[src/logic/atss_pkg.sv]
// Constants, types and helpers shared by the converter sequencer files.
package atss_pkg;

   ////////////////////////////////////////////////////////////////////////////////
   // Register byte offsets and decode.
   localparam logic [7:0] OFS_CTRL_STATUS = 8'h00;
   localparam logic [7:0] OFS_CONTROL     = 8'h04;
   localparam logic [7:0] OFS_STOP        = 8'h08;
   localparam logic [7:0] OFS_DATA_BASE   = 8'h40;
   localparam logic [7:0] DATA_MASK       = 8'hc3;

   ////////////////////////////////////////////////////////////////////////////////
   // Field positions.
   localparam int CS_FLAG_BIT  = 7;
   localparam int CS_IE_BIT    = 6;
   localparam int CS_START_BIT = 5;
   localparam int CS_SCAN_BIT  = 4;
   localparam int CS_CH_LSB    = 0;
   localparam int CTL_TRG_LSB  = 6;
   localparam int CTL_CKS_LSB  = 2;
   localparam int STOP_BIT     = 0;

   ////////////////////////////////////////////////////////////////////////////////
   // Values after reset and fixed codes.
   localparam logic [1:0] RST_TRG      = 2'h0;
   localparam logic [1:0] RST_CKS      = 2'h0;
   localparam logic [3:0] RST_CH       = 4'h0;
   localparam logic       RST_STOP     = 1'b1;
   localparam logic [1:0] TRG_EXTERNAL = 2'h3;
   localparam logic [1:0] CTL_RSVD     = 2'h3;
   localparam logic [1:0] LAST_IN_GRP  = 2'h3;
   localparam logic [9:0] CODE_MIN     = 10'h000;
   localparam logic [9:0] CODE_MAX     = 10'h3ff;

   ////////////////////////////////////////////////////////////////////////////////
   // Conversion lengths in states; one state is one pclk cycle.
   localparam logic [9:0] LEN_FIRST_00 = 10'h212;
   localparam logic [9:0] LEN_FIRST_01 = 10'h10a;
   localparam logic [9:0] LEN_FIRST_10 = 10'h086;
   localparam logic [9:0] LEN_FIRST_11 = 10'h044;
   localparam logic [9:0] LEN_SCAN_00  = 10'h200;
   localparam logic [9:0] LEN_SCAN_01  = 10'h100;
   localparam logic [9:0] LEN_SCAN_10  = 10'h080;
   localparam logic [9:0] LEN_SCAN_11  = 10'h040;

   typedef enum logic {ST_IDLE, ST_CONV} atss_state_e;

   // Conversion length for a first or a later conversion.
   function automatic logic [9:0] atss_conv_len(input logic first, input logic [1:0] cks);
      logic [9:0] len;
      len = LEN_SCAN_00;
      unique case (cks)
         2'h0: len = first ? LEN_FIRST_00 : LEN_SCAN_00;
         2'h1: len = first ? LEN_FIRST_01 : LEN_SCAN_01;
         2'h2: len = first ? LEN_FIRST_10 : LEN_SCAN_10;
         2'h3: len = first ? LEN_FIRST_11 : LEN_SCAN_11;
      endcase
      return len;
   endfunction : atss_conv_len

   // True for an address inside the result window.
   function automatic logic atss_is_data(input logic [7:0] a);
      return (a & DATA_MASK) == OFS_DATA_BASE;
   endfunction : atss_is_data

endpackage : atss_pkg

[src/logic/atss_conv_timer.sv]
// Conversion duration counter.
`timescale 1ns/1ps
module atss_conv_timer (
   // Clock and reset.
   input  wire logic       pclk,
   input  wire logic       presetn,
   // Control.
   input  wire logic       launch,
   input  wire logic       first_conv,
   input  wire logic [1:0] clk_sel,
   input  wire logic       abort,
   // Status.
   output logic            busy,
   output logic            done
);
   import atss_pkg::*;

   typedef struct packed {
      logic       busy;
      logic [9:0] cnt;
   } atss_tmr_s;

   atss_tmr_s r;
   atss_tmr_s next_r;

   always_comb begin
      next_r = r;
      if (launch) begin
         next_r.busy = 1'b1;
         next_r.cnt  = atss_conv_len(first_conv, clk_sel) - 10'h001;
      end else if (abort || (r.busy && r.cnt == 10'h000)) begin
         next_r.busy = 1'b0;
      end else if (r.busy) begin
         next_r.cnt = r.cnt - 10'h001;
      end
   end

   always_ff @(posedge pclk or negedge presetn) begin
      if (!presetn) begin
         r <= '{busy: 1'b0, cnt: 10'h000};
      end else begin
         r <= next_r;
      end
   end

   assign busy = r.busy;
   assign done = r.busy && (r.cnt == 10'h000);

   ////////////////////////////////////////////////////////////////////////////////
   logic [9:0] elapsed;
   logic [9:0] len_q;
   always_ff @(posedge pclk or negedge presetn) begin
      if (!presetn) begin
         elapsed <= 10'h000;
         len_q   <= 10'h000;
      end else if (launch) begin
         elapsed <= 10'h001;
         len_q   <= atss_conv_len(first_conv, clk_sel);
      end else begin
         elapsed <= elapsed + 10'h001;
      end
   end
endmodule : atss_conv_timer

[src/logic/atss_top.sv]
// APB register file and single or scan conversion sequencer.
`timescale 1ns/1ps
module atss_top (
   // Clock and reset.
   input  wire logic        pclk,
   input  wire logic        presetn,
   // APB slave.
   input  wire logic        psel,
   input  wire logic        penable,
   input  wire logic        pwrite,
   input  wire logic [7:0]  paddr,
   input  wire logic [31:0] pwdata,
   output logic [31:0]      prdata,
   output logic             pready,
   output logic             pslverr,
   // Converter core and pins.
   input  wire logic        ext_convert_trigger_pin,
   input  wire logic [9:0]  conv_code,
   output logic [3:0]       analog_channel,
   output logic             conv_active,
   output logic             conversion_end_irq
);
   import atss_pkg::*;

   typedef struct packed {
      atss_state_e     st;
      logic            conversion_end_flag;
      logic            end_irq_enable;
      logic            convert_start_bit;
      logic            scan;
      logic [3:0]      ch_sel;
      logic [1:0]      trigger_source;
      logic [1:0]      conv_clock_select;
      logic            stop;
      logic [3:0]      cur_ch;
      logic [31:0]     rdata;
      logic [15:0][9:0] data;
   } atss_main_s;

   atss_main_s r;
   atss_main_s next_r;

   logic trig_fall;
   logic launch;
   logic first_conv;
   logic abort;
   logic tmr_busy;
   logic done;
   logic acc;
   logic wr;
   logic cs_wr;
   logic flag_set;
   logic flag_clr;
   logic mapped;

   ////////////////////////////////////////////////////////////////////////////////
   // Submodules.
   atss_trig_sync u_sync (
      .pclk    (pclk),
      .presetn (presetn),
      .pin     (ext_convert_trigger_pin),
      .fall    (trig_fall)
   );

   atss_conv_timer u_timer (
      .pclk       (pclk),
      .presetn    (presetn),
      .launch     (launch),
      .first_conv (first_conv),
      .clk_sel    (r.conv_clock_select),
      .abort      (abort),
      .busy       (tmr_busy),
      .done       (done)
   );

   ////////////////////////////////////////////////////////////////////////////////
   // Bus decode.
   assign acc    = psel && penable;
   assign wr     = acc && pwrite;
   assign mapped = atss_is_data(paddr) || paddr == OFS_CTRL_STATUS ||
                   paddr == OFS_CONTROL || paddr == OFS_STOP;
   assign cs_wr  = wr && !r.stop && paddr == OFS_CTRL_STATUS;

   ////////////////////////////////////////////////////////////////////////////////
   // Next state.
   always_comb begin
      next_r     = r;
      launch     = 1'b0;
      first_conv = 1'b1;
      abort      = 1'b0;
      flag_set   = 1'b0;
      flag_clr   = cs_wr && !pwdata[CS_FLAG_BIT];

      // Read data is captured in the setup phase.
      if (psel && !penable) begin
         next_r.rdata = 32'h0000_0000;
         if (paddr == OFS_STOP) begin
            next_r.rdata[STOP_BIT] = r.stop;
         end else if (!r.stop) begin
            if (paddr == OFS_CTRL_STATUS) begin
               next_r.rdata[7:0] = {r.conversion_end_flag, r.end_irq_enable,
                                    r.convert_start_bit, r.scan, r.ch_sel};
            end else if (paddr == OFS_CONTROL) begin
               next_r.rdata[7:0] = {r.trigger_source, CTL_RSVD,
                                    r.conv_clock_select, CTL_RSVD};
            end else if (atss_is_data(paddr)) begin
               next_r.rdata[9:0] = r.data[paddr[5:2]];
            end
         end
      end

      // Register writes.
      if (wr && paddr == OFS_STOP) begin
         next_r.stop = pwdata[STOP_BIT];
      end
      if (cs_wr) begin
         next_r.end_irq_enable    = pwdata[CS_IE_BIT];
         next_r.convert_start_bit = pwdata[CS_START_BIT];
         next_r.scan              = pwdata[CS_SCAN_BIT];
         next_r.ch_sel            = pwdata[CS_CH_LSB +: 4];
      end
      if (wr && !r.stop && paddr == OFS_CONTROL) begin
         next_r.trigger_source    = pwdata[CTL_TRG_LSB +: 2];
         next_r.conv_clock_select = pwdata[CTL_CKS_LSB +: 2];
      end

      // Sequencer.
      unique case (r.st)
         ST_IDLE: begin
            if (r.convert_start_bit && !r.stop) begin
               launch = 1'b1;
               next_r.st = ST_CONV;
               if (r.scan) begin
                  next_r.cur_ch = {r.ch_sel[3:2], 2'h0};
               end else begin
                  next_r.cur_ch = r.ch_sel;
               end
            end
         end
         ST_CONV: begin
            if (!r.convert_start_bit || r.stop) begin
               abort     = 1'b1;
               next_r.st = ST_IDLE;
            end else if (done) begin
               next_r.data[r.cur_ch] = conv_code;
               if (!r.scan) begin
                  flag_set  = 1'b1;
                  next_r.st = ST_IDLE;
                  if (!cs_wr) begin
                     next_r.convert_start_bit = 1'b0;
                  end
               end else begin
                  flag_set      = r.cur_ch[1:0] == LAST_IN_GRP;
                  next_r.cur_ch = {r.cur_ch[3:2], r.cur_ch[1:0] + 2'h1};
                  launch        = 1'b1;
                  first_conv    = 1'b0;
               end
            end
         end
      endcase

      // The flag clears on a written zero; a set in the same cycle wins.
      next_r.conversion_end_flag = (r.conversion_end_flag && !flag_clr) || flag_set;

      // The external edge sets the start bit only when that source is chosen.
      if (!r.stop && r.trigger_source == TRG_EXTERNAL && trig_fall) begin
         next_r.convert_start_bit = 1'b1;
      end

      // Module stop halts everything.
      if (r.stop) begin
         next_r.convert_start_bit = 1'b0;
      end
   end

   ////////////////////////////////////////////////////////////////////////////////
   // State register.
   always_ff @(posedge pclk or negedge presetn) begin
      if (!presetn) begin
         r <= '{st: ST_IDLE, conversion_end_flag: 1'b0, end_irq_enable: 1'b0,
                convert_start_bit: 1'b0, scan: 1'b0, ch_sel: RST_CH,
                trigger_source: RST_TRG, conv_clock_select: RST_CKS,
                stop: RST_STOP, cur_ch: RST_CH, rdata: 32'h0000_0000,
                data: '0};
      end else begin
         r <= next_r;
      end
   end

   ////////////////////////////////////////////////////////////////////////////////
   // Outputs.
   assign prdata             = r.rdata;
   assign pready             = 1'b1;
   assign pslverr            = acc && !mapped;
   assign analog_channel     = r.cur_ch;
   assign conv_active        = tmr_busy;
   assign conversion_end_irq = r.conversion_end_flag && r.end_irq_enable;
endmodule : atss_top

[src/logic/atss_trig_sync.sv]
// Trigger pin synchroniser with falling-edge detector.
`timescale 1ns/1ps
module atss_trig_sync (
   // Clock and reset.
   input  wire logic pclk,
   input  wire logic presetn,
   // Pin and event.
   input  wire logic pin,
   output logic      fall
);
   import atss_pkg::*;

   typedef struct packed {
      logic s1;
      logic s2;
      logic s3;
      logic lvl;
   } atss_sync_s;

   atss_sync_s r;
   atss_sync_s next_r;

   ////////////////////////////////////////////////////////////////////////////////
   // A change counts once the second and third stages agree.
   always_comb begin
      next_r    = r;
      next_r.s1 = pin;
      next_r.s2 = r.s1;
      next_r.s3 = r.s2;
      if (r.s2 == r.s3) begin
         next_r.lvl = r.s3;
      end
   end

   always_ff @(posedge pclk or negedge presetn) begin
      if (!presetn) begin
         r <= '{s1: 1'b1, s2: 1'b1, s3: 1'b1, lvl: 1'b1};
      end else begin
         r <= next_r;
      end
   end

   assign fall = r.lvl && (r.s2 == r.s3) && !r.s3;
endmodule : atss_trig_sync

[config.mk]
export PLATFORM = sky130hd
export DESIGN_NAME = atss_top
export DESIGN_NICKNAME = d
export VERILOG_FILES = /design/src/logic/atss_pkg.sv /design/src/logic/atss_conv_timer.sv /design/src/logic/atss_top.sv /design/src/logic/atss_trig_sync.sv
export SDC_FILE = /design/constraint.sdc
export NUM_CORES = 1
export LEC_CHECK = 0
export ABC_AREA = 1
export BUFFER_PORTS_ARGS = -buffer_cell sky130_fd_sc_hd__buf_2
export CAP_MARGIN = 20
export CORE_MARGIN = 5
export CORE_UTILIZATION = 25
export CTS_CLUSTER_DIAMETER = 30
export DETAILED_ROUTE_END_ITERATION = 10
export HOLD_SLACK_MARGIN = 0.15
export PLACE_DENSITY = 0.43
export SYNTH_ARGS = -nofsm -noshare
export SYNTH_HDL_FRONTEND = slang
export SYNTH_SLANG_ARGS = --single-unit
export TNS_END_PERCENT = 100
[constraint.sdc]
create_clock -name pclk -period 5.8 [get_ports pclk]
set_clock_uncertainty 0.15 [all_clocks]
set_input_delay 0.29 -clock pclk [delete_from_list [all_inputs] [get_ports pclk]]
set_output_delay 0.29 -clock pclk [all_outputs]
set_load 0.03 [all_outputs]
==> out/metrics.csv, run 1 <==
stage,metric,value,unit
power,p_per_area,364,nW/um^2
global_route,grt_usage,13.5,%
worst_setup_path,worst_path_most_repeated_cell,buf_2,
sta,relSlewSlack,44.3,%
finish,layout_commonest_cell,nand2_1,
outcome,outcome,finished clean,
floorplanning,die_y,207,um
finish,finalNetCount,1291,
routing,drc_errors,0,
logic_synthesis,synth_area,9740,um^2
routing,routedWlPerCell,16.6,um
logic_synthesis,synth_seq_cells,203,
logic_synthesis,synthCells,1182,
worst_setup_path,slowest_stage,buf_4,
finish,postLayoutCellArea,12200,um^2
power,ir_worst_vdd,187,uV
routing,wl,29600,um
worst_setup_path,crit_path_cell_trace,buf_2 -> buf_4 -> inv_4 -> nand3_1 -> nor2_1 -> nand2_1 -> nor2_4 -> nor4_1 -> and3_1 -> buf_2,
floorplanning,initial_core_util,25.2,%
cts,htreeDepth,2,
place,postPlaceCellArea,10200,um^2
worst_setup_path,cp_slowest_stage_delay,340,ps
sta,hold_viol,0,
cts,root_buffer,clkbuf_16,
floorplanning,core,38600,um^2
floorplanning,die-area,43000,um^2
place,dp_slack,2860,ps
global_route,grt_pass1_wl,46500,um
logic_synthesis,synth.distinct_cells,40,
cts,clk_path_buf_depth,3,
floorplanning,ios,96,
place,place.gp.congestion,0.777,
floorplanning,die_x,207,um
cts,cts_made_buffers,51,
sta,finalSetupViolations,0,
place,hpwl,17800,um
sta,layout_setup_ws,3050,ps
finish,area_growth,25.0,%
cts,cts_tree,done,
sta,rsz0062_at_grt,no,
power,total_power,0.00444,W
cts,post_cts_buffers,0,
cts,cts_num_sinks,203,
worst_setup_path,path_class,in2out,
worst_hold_path,hold_class,in2async,
power,leakage,5.80,nW
global_route,overflow,0,
logic_synthesis,async_reset_ff_share,100,%
routing,drtAntennaViolNets,0,
worst_setup_path,r2r-start,u_timer.r[9],
global_route,antenna_found_initial,0,
sta,worst_pin_slew,834,ps
sta,max_clock_freq,0.364,GHz
worst_setup_path,worstPathRequired,5360,ps
worst_setup_path,cp.arrival,2310,ps
sta,finalCriticalPeriod,2750,ps
finish,drive_gt1_share,14.4,%
routing,drt_iter0_drc,485,
sta,setup_tns,0,ps
logic_synthesis,avgSynthCellArea,8.24,um^2
global_route,grt_max_degree,131,
sta,post-route-period-util,47.4,%
cts,clkTransAtPathRegs,40,ps
floorplanning,rows,72,
routing,via_per_inst,4.47,
finish,final_cell_mix,"nand2_1 (341), o21ai_0 (209), dfrtp_1 (198)",
global_route,grt_pass1_vias,7892,
flow_run,max_cap_viol_count,0,
worst_setup_path,cp_max_fo,24,
routing,num_vias,8002,
logic_synthesis,synth_top_flop_cell,dfrtp_1,
finish,antenna_cells,0,
worst_setup_path,crit_path_start,paddr[4],
logic_synthesis,synth_edf_count,0,
worst_setup_path,cp-end-kind,output pin,
logic_synthesis,synth_warnings,0,
routing,dr.pass1.iters,5,
place,port_buffers,48,
sta,slew_violations,0,
logic_synthesis,ys_seq_area_share,52.2,%
cts,clock_latency,550,ps
worst_setup_path,critPathLaunchType,input port,
-- repair_timing --
action,4_1_cts,5_1_grt
resized for setup,0,0
hold endpoints to repair,139,0
hold buffers,25,0
-- logic make-up after synthesis --
kind of cell | after synthesis | synth area share [%]
AOI/OAI and AO/OA | 318 | 17.6
xor gates and xnor gates | 1 | 0.0899
adders and majority gates | 5 | 0.642
buffers and inverters | 169 | 8.55
DFF | 203 | 52.2
muxes | 1 | 0.116
other | 2 | 0.0771
and+or+nand+nor | 483 | 20.7
-- Yosys cell counts, types with 6 or more instances --
library cell / count / area, um^2
a21oi_1: 24 / 120
nand2_1: 341 / 1280
o21ai_0: 209 / 1050
inv_1: 48 / 180
nor2_1: 74 / 278
inv_2: 9 / 33.8
dfrtp_1: 198 / 4950
a22oi_1: 6 / 45.0
buf_4: 41 / 308
o2111ai_1: 11 / 96.3
clkbuf_1: 41 / 154
buf_2: 23 / 115
nor2_4: 8 / 90.1
o21ai_1: 38 / 190
nand3_1: 35 / 175
o211ai_1: 25 / 188
-- area by class of cell --
type,instances,area [um^2]
Clock buffer,76,1540
Clock inverter,18,188
Inverter,61,236
Sequential cell,203,5090
Multi-Input combinational cell,831,3900
Fill cell,4118,26500
Tap cell,518,648
Timing Repair Buffer,82,579
-- power breakdown --
group,switching [W],internal [W],total (W)
Combinational,0.000168,0.0000568,0.000225
Clock,0.000838,0.00194,0.00278
Sequential,0.00000362,0.00143,0.00143
Total,0.00101,0.00343,0.00444
-- metal layers --
metal | global-route usage [%] | wire length, um | vias to the layer above
li1 | - | - | 3948
met1 | 17.7 | 13600 | 3827
met2 | 22.3 | 14000 | 172
met3 | 2.46 | 1240 | 55
met4 | 5.06 | 852 | 0
met5 | 0 | 0 | -
-- state kept, by name, indices dropped and copies added, names as in the netlist --
signal          cells
r                 174
prdata             10
u_timer.r          10
analog_channel      4
u_sync.next_r       2
u_sync.r            2
u_timer.busy        1
-- metrics by stage --
stage          util, %  hold slack [ps]  std cells
2_1_floorplan        -             -156       1203
3_3_place_gp      26.4              198       1670
3_5_place_dp      26.4              198       1670
4_1_cts           31.5              160       1789
5_1_grt           31.5              175       1789
6_report          31.5              168       1789
-- worst max-delay path, delay by kind of cell --
| kind | cells | cell delay [ps] |
|---|---|---|
| simple gates | 6 | 1170 |
| buf+inv | 4 | 810 |
-- worst paths after layout --
path / endpoint / slack [ps] / cells after the start
setup / recovery: pslverr / 3050 / 10
hold / removal: r[67] / 170 / 2
setup reg to reg: u_timer.r[6] / 3450 / 15
hold reg to reg: u_sync.next_r[1] / 210 / 0
max in group asynchronous: prdata[4] / 4180 / 3
min in group pclk: r[135] / 170 / 3
Power figures use the tool's default switching activity.
==> run 2, diff against run 1 <==
clock period = 2.87 ns   (was 5.8 ns; I/O delays follow)
==> run 2 against run 1 <==
Effect of this change: clock power rose by 120%; critical endpoint unchanged; count of clock-buffer cells in the layout fell by 9; critical path depth unchanged; wire length up 1.3%; largest power group unchanged; core utilization increased by 1.1 points; worst setup slack got worse by 3000 ps; sequential power rose by 100%.
==> out/metrics.csv, run 2 (synthesis results as in run 1) <==
stage,metric,value,unit,change
outcome,outcome,finished clean,,
routing,drt_iter0_drc,537,,+11%
power,pwr-share-seq,30.3,%,-2.0 points
worst_setup_path,critical-path-top-delay-family,buffers and inverters,,
worst_setup_path,worst_r2r_path_depth,15,,unchanged
floorplanning,die-area,43000,um^2,unchanged
floorplanning,die_y,207,um,unchanged
global_route,grt_max_degree,76,,-42%
worst_setup_path,worstPathRequired,2580,ps,-2780 ps
cts,post_cts_buffers,0,,unchanged
routing,routedWlPerCell,16.5,um,-0.42%
cts,clk_path_buf_depth,3,,unchanged
worst_setup_path,crit_cells,10,,unchanged
worst_setup_path,critPathLaunchType,input port,,
global_route,grt_pass1_vias,8191,,+3.8%
power,power.share.combinational,5.0,%,about the same
cts,root_buffer,clkbuf_16,,
routing,num_vias,8114,,+1.4%
global_route,grt_pass1_wl,47900,um,+3.0%
worst_setup_path,endpoint,pslverr,,
sta,worst_pin_slew,744,ps,-90.5 ps
finish,multi_input_area,3910,um^2,+0.22%
worst_setup_path,cp_num_buf_inv,6,,+2
worst_setup_path,cp_slowest_stage_delay,560,ps,+220 ps
place,port_buffers,48,,unchanged
cts,clock_latency,550,ps,about the same
cts,cts_made_buffers,51,,unchanged
routing,drc_errors,0,,unchanged
cts,htreeDepth,2,,unchanged
routing,wl,30000,um,+1.3%
finish,seqCellArea,5090,um^2,unchanged
sta,rsz0062_at_grt,no,,
finish,fillers,4092,,-0.63%
cts,clkTransAtPathRegs,40,ps,about the same
finish,area_growth,29.3,%,
floorplanning,rows,72,,unchanged
sta,max_clock_freq,0.361,GHz,
sta,layout_setup_ws,97.3,ps,-2950 ps
sta,setup_tns,0,ps,unchanged
routing,via_per_inst,4.46,,-0.33%
place,dp_cells,1690,,+1.2%
finish,finalNetCount,1321,,+2.3%
sta,whs,165,ps,-3.14 ps
sta,slew_violations,0,,unchanged
power,internal-power,0.00740,W,+120%
finish,layout_commonest_cell,nand2_1,,
finish,largest_reg_flops,174,,unchanged
finish,antenna_cells,0,,unchanged
floorplanning,die_x,207,um,unchanged
routing,drtAntennaViolNets,0,,unchanged
power,ir_worst_vdd,406,uV,+120%
finish,final_cell_mix,"nand2_1 (340), o21ai_0 (209), dfrtp_1 (198)",,
floorplanning,initial_core_util,25.2,%,unchanged
routing,dr.pass1.iters,5,,unchanged
power,total_power,0.00954,W,+110%
power,leakage,6.00,nW,+3.4%
power,p_switching,0.00214,W,+110%
worst_hold_path,hold_class,in2reg,,
global_route,antenna_found_initial,0,,unchanged
floorplanning,core,38600,um^2,unchanged
worst_setup_path,crit_path_start,paddr[0],,
flow_run,max_cap_viol_count,0,,unchanged
finish,drive_gt1_share,16.1,%,+1.7 points
worst_setup_path,crit_path_cell_trace,dlygate4sd3_1 -> buf_2 -> nor2_1 -> inv_1 -> nor3_1 -> dlygate4sd3_1 -> buf_4 -> nor4_2 -> and3_1 -> buf_2,,
place,dp_slack,523,ps,-2340 ps
power,pwr-share-clk,64.7,%,+2.0 points
power,p_per_area,757,nW/um^2,+110%
finish,instances_no_fill,1820,,+1.7%
cts,cts_tree,done,,
sta,hold_viol,0,,unchanged
place,hpwl,18800,um,+5.6%
worst_setup_path,path_class,in2out,,
worst_setup_path,cp-end-kind,output pin,,
global_route,overflow,0,,unchanged
sta,post-route-period-util,96.6,%,
worst_setup_path,r2r-start,u_timer.r[9],,
worst_setup_path,cp_max_fo,11,,-54%
worst_setup_path,cp.arrival,2480,ps,+170 ps
floorplanning,ios,96,,unchanged
sta,finalSetupViolations,0,,unchanged
sta,relSlewSlack,50.3,%,+6.0 points
finish,largest-register,r,,
power,switching_share,22.4,%,-0.38 points
global_route,grt_usage,13.8,%,+0.32 points
worst_setup_path,ff2ff_setup_slack,560,ps,-2890 ps
cts,cts_num_sinks,203,,unchanged
place,place.gp.congestion,0.806,,+3.7%
sta,finalCriticalPeriod,2770,ps,
worst_setup_path,r2r-end,u_timer.r[8],,
worst_setup_path,slowest_stage,dlygate4sd3_1,,
## run 2: what timing repair did
action,4_1_cts,5_1_grt
hold buffers,34,1
endpoints found under the setup margin,0,2
hold endpoints to repair,383,1
resized for setup,0,2
## run 2: cell type report
type | instances | share of cell area, %
clock buffer | 67 | 11.4
clock inverter | 28 | 3.35
multi-input combinational | 831 | 31.0
tap | 518 | 5.14
timing repair buffer | 112 | 6.82
inverter | 61 | 1.88
sequential | 203 | 40.4
## run 2: worst reg2reg max path, delay by kind of cell (launching register included)
kind | cells | cell delay [ps]
simple gates | 13 | 1450
flops | 1 | 380
fa+ha+maj | 1 | 170
buf+inv | 1 | 60
## run 2: power by group through the flow
| stage | Combinational, W | Sequential (W) | Clock [W] |
|---|---|---|---|
| finish | 0.000476 | 0.00289 | 0.00617 |
| global placement | 0.000450 | 0.00293 | 0 |
| detailed placement | 0.000447 | 0.00293 | 0 |
| floorplan | 0.000271 | 0.00293 | 0 |
| CTS | 0.000485 | 0.00289 | 0.00627 |
| global route | 0.000533 | 0.00289 | 0.00644 |
## run 2: per-stage QoR
step                utilization [%]  instance area (um^2)
floorplan                         -                  9820
global route                   32.6                 12600
CTS                            32.6                 12600
detailed placement             26.8                 10400
global placement               26.8                 10400
finish                         32.6                 12600
## run 2: worst min path at each step
stage	cells past startpoint	slack (ps)	end	startpoint
floorplan	0	-300	analog_channel[0]	presetn
global placement	1	-40	r[74]	presetn
detailed placement	1	-40	r[66]	presetn
CTS	5	160	prdata[8]	paddr[4]
global route	5	190	prdata[8]	paddr[4]
finish	5	170	prdata[8]	paddr[4]
## run 2: metal layers
metal	track usage [%]	share of wire (%)	vias up
li1	-	-	4015
met1	18.4	46	3899
met2	22.9	47	150
met3	2.27	3.5	50
met4	4.81	2.9	0
met5	0	0	-
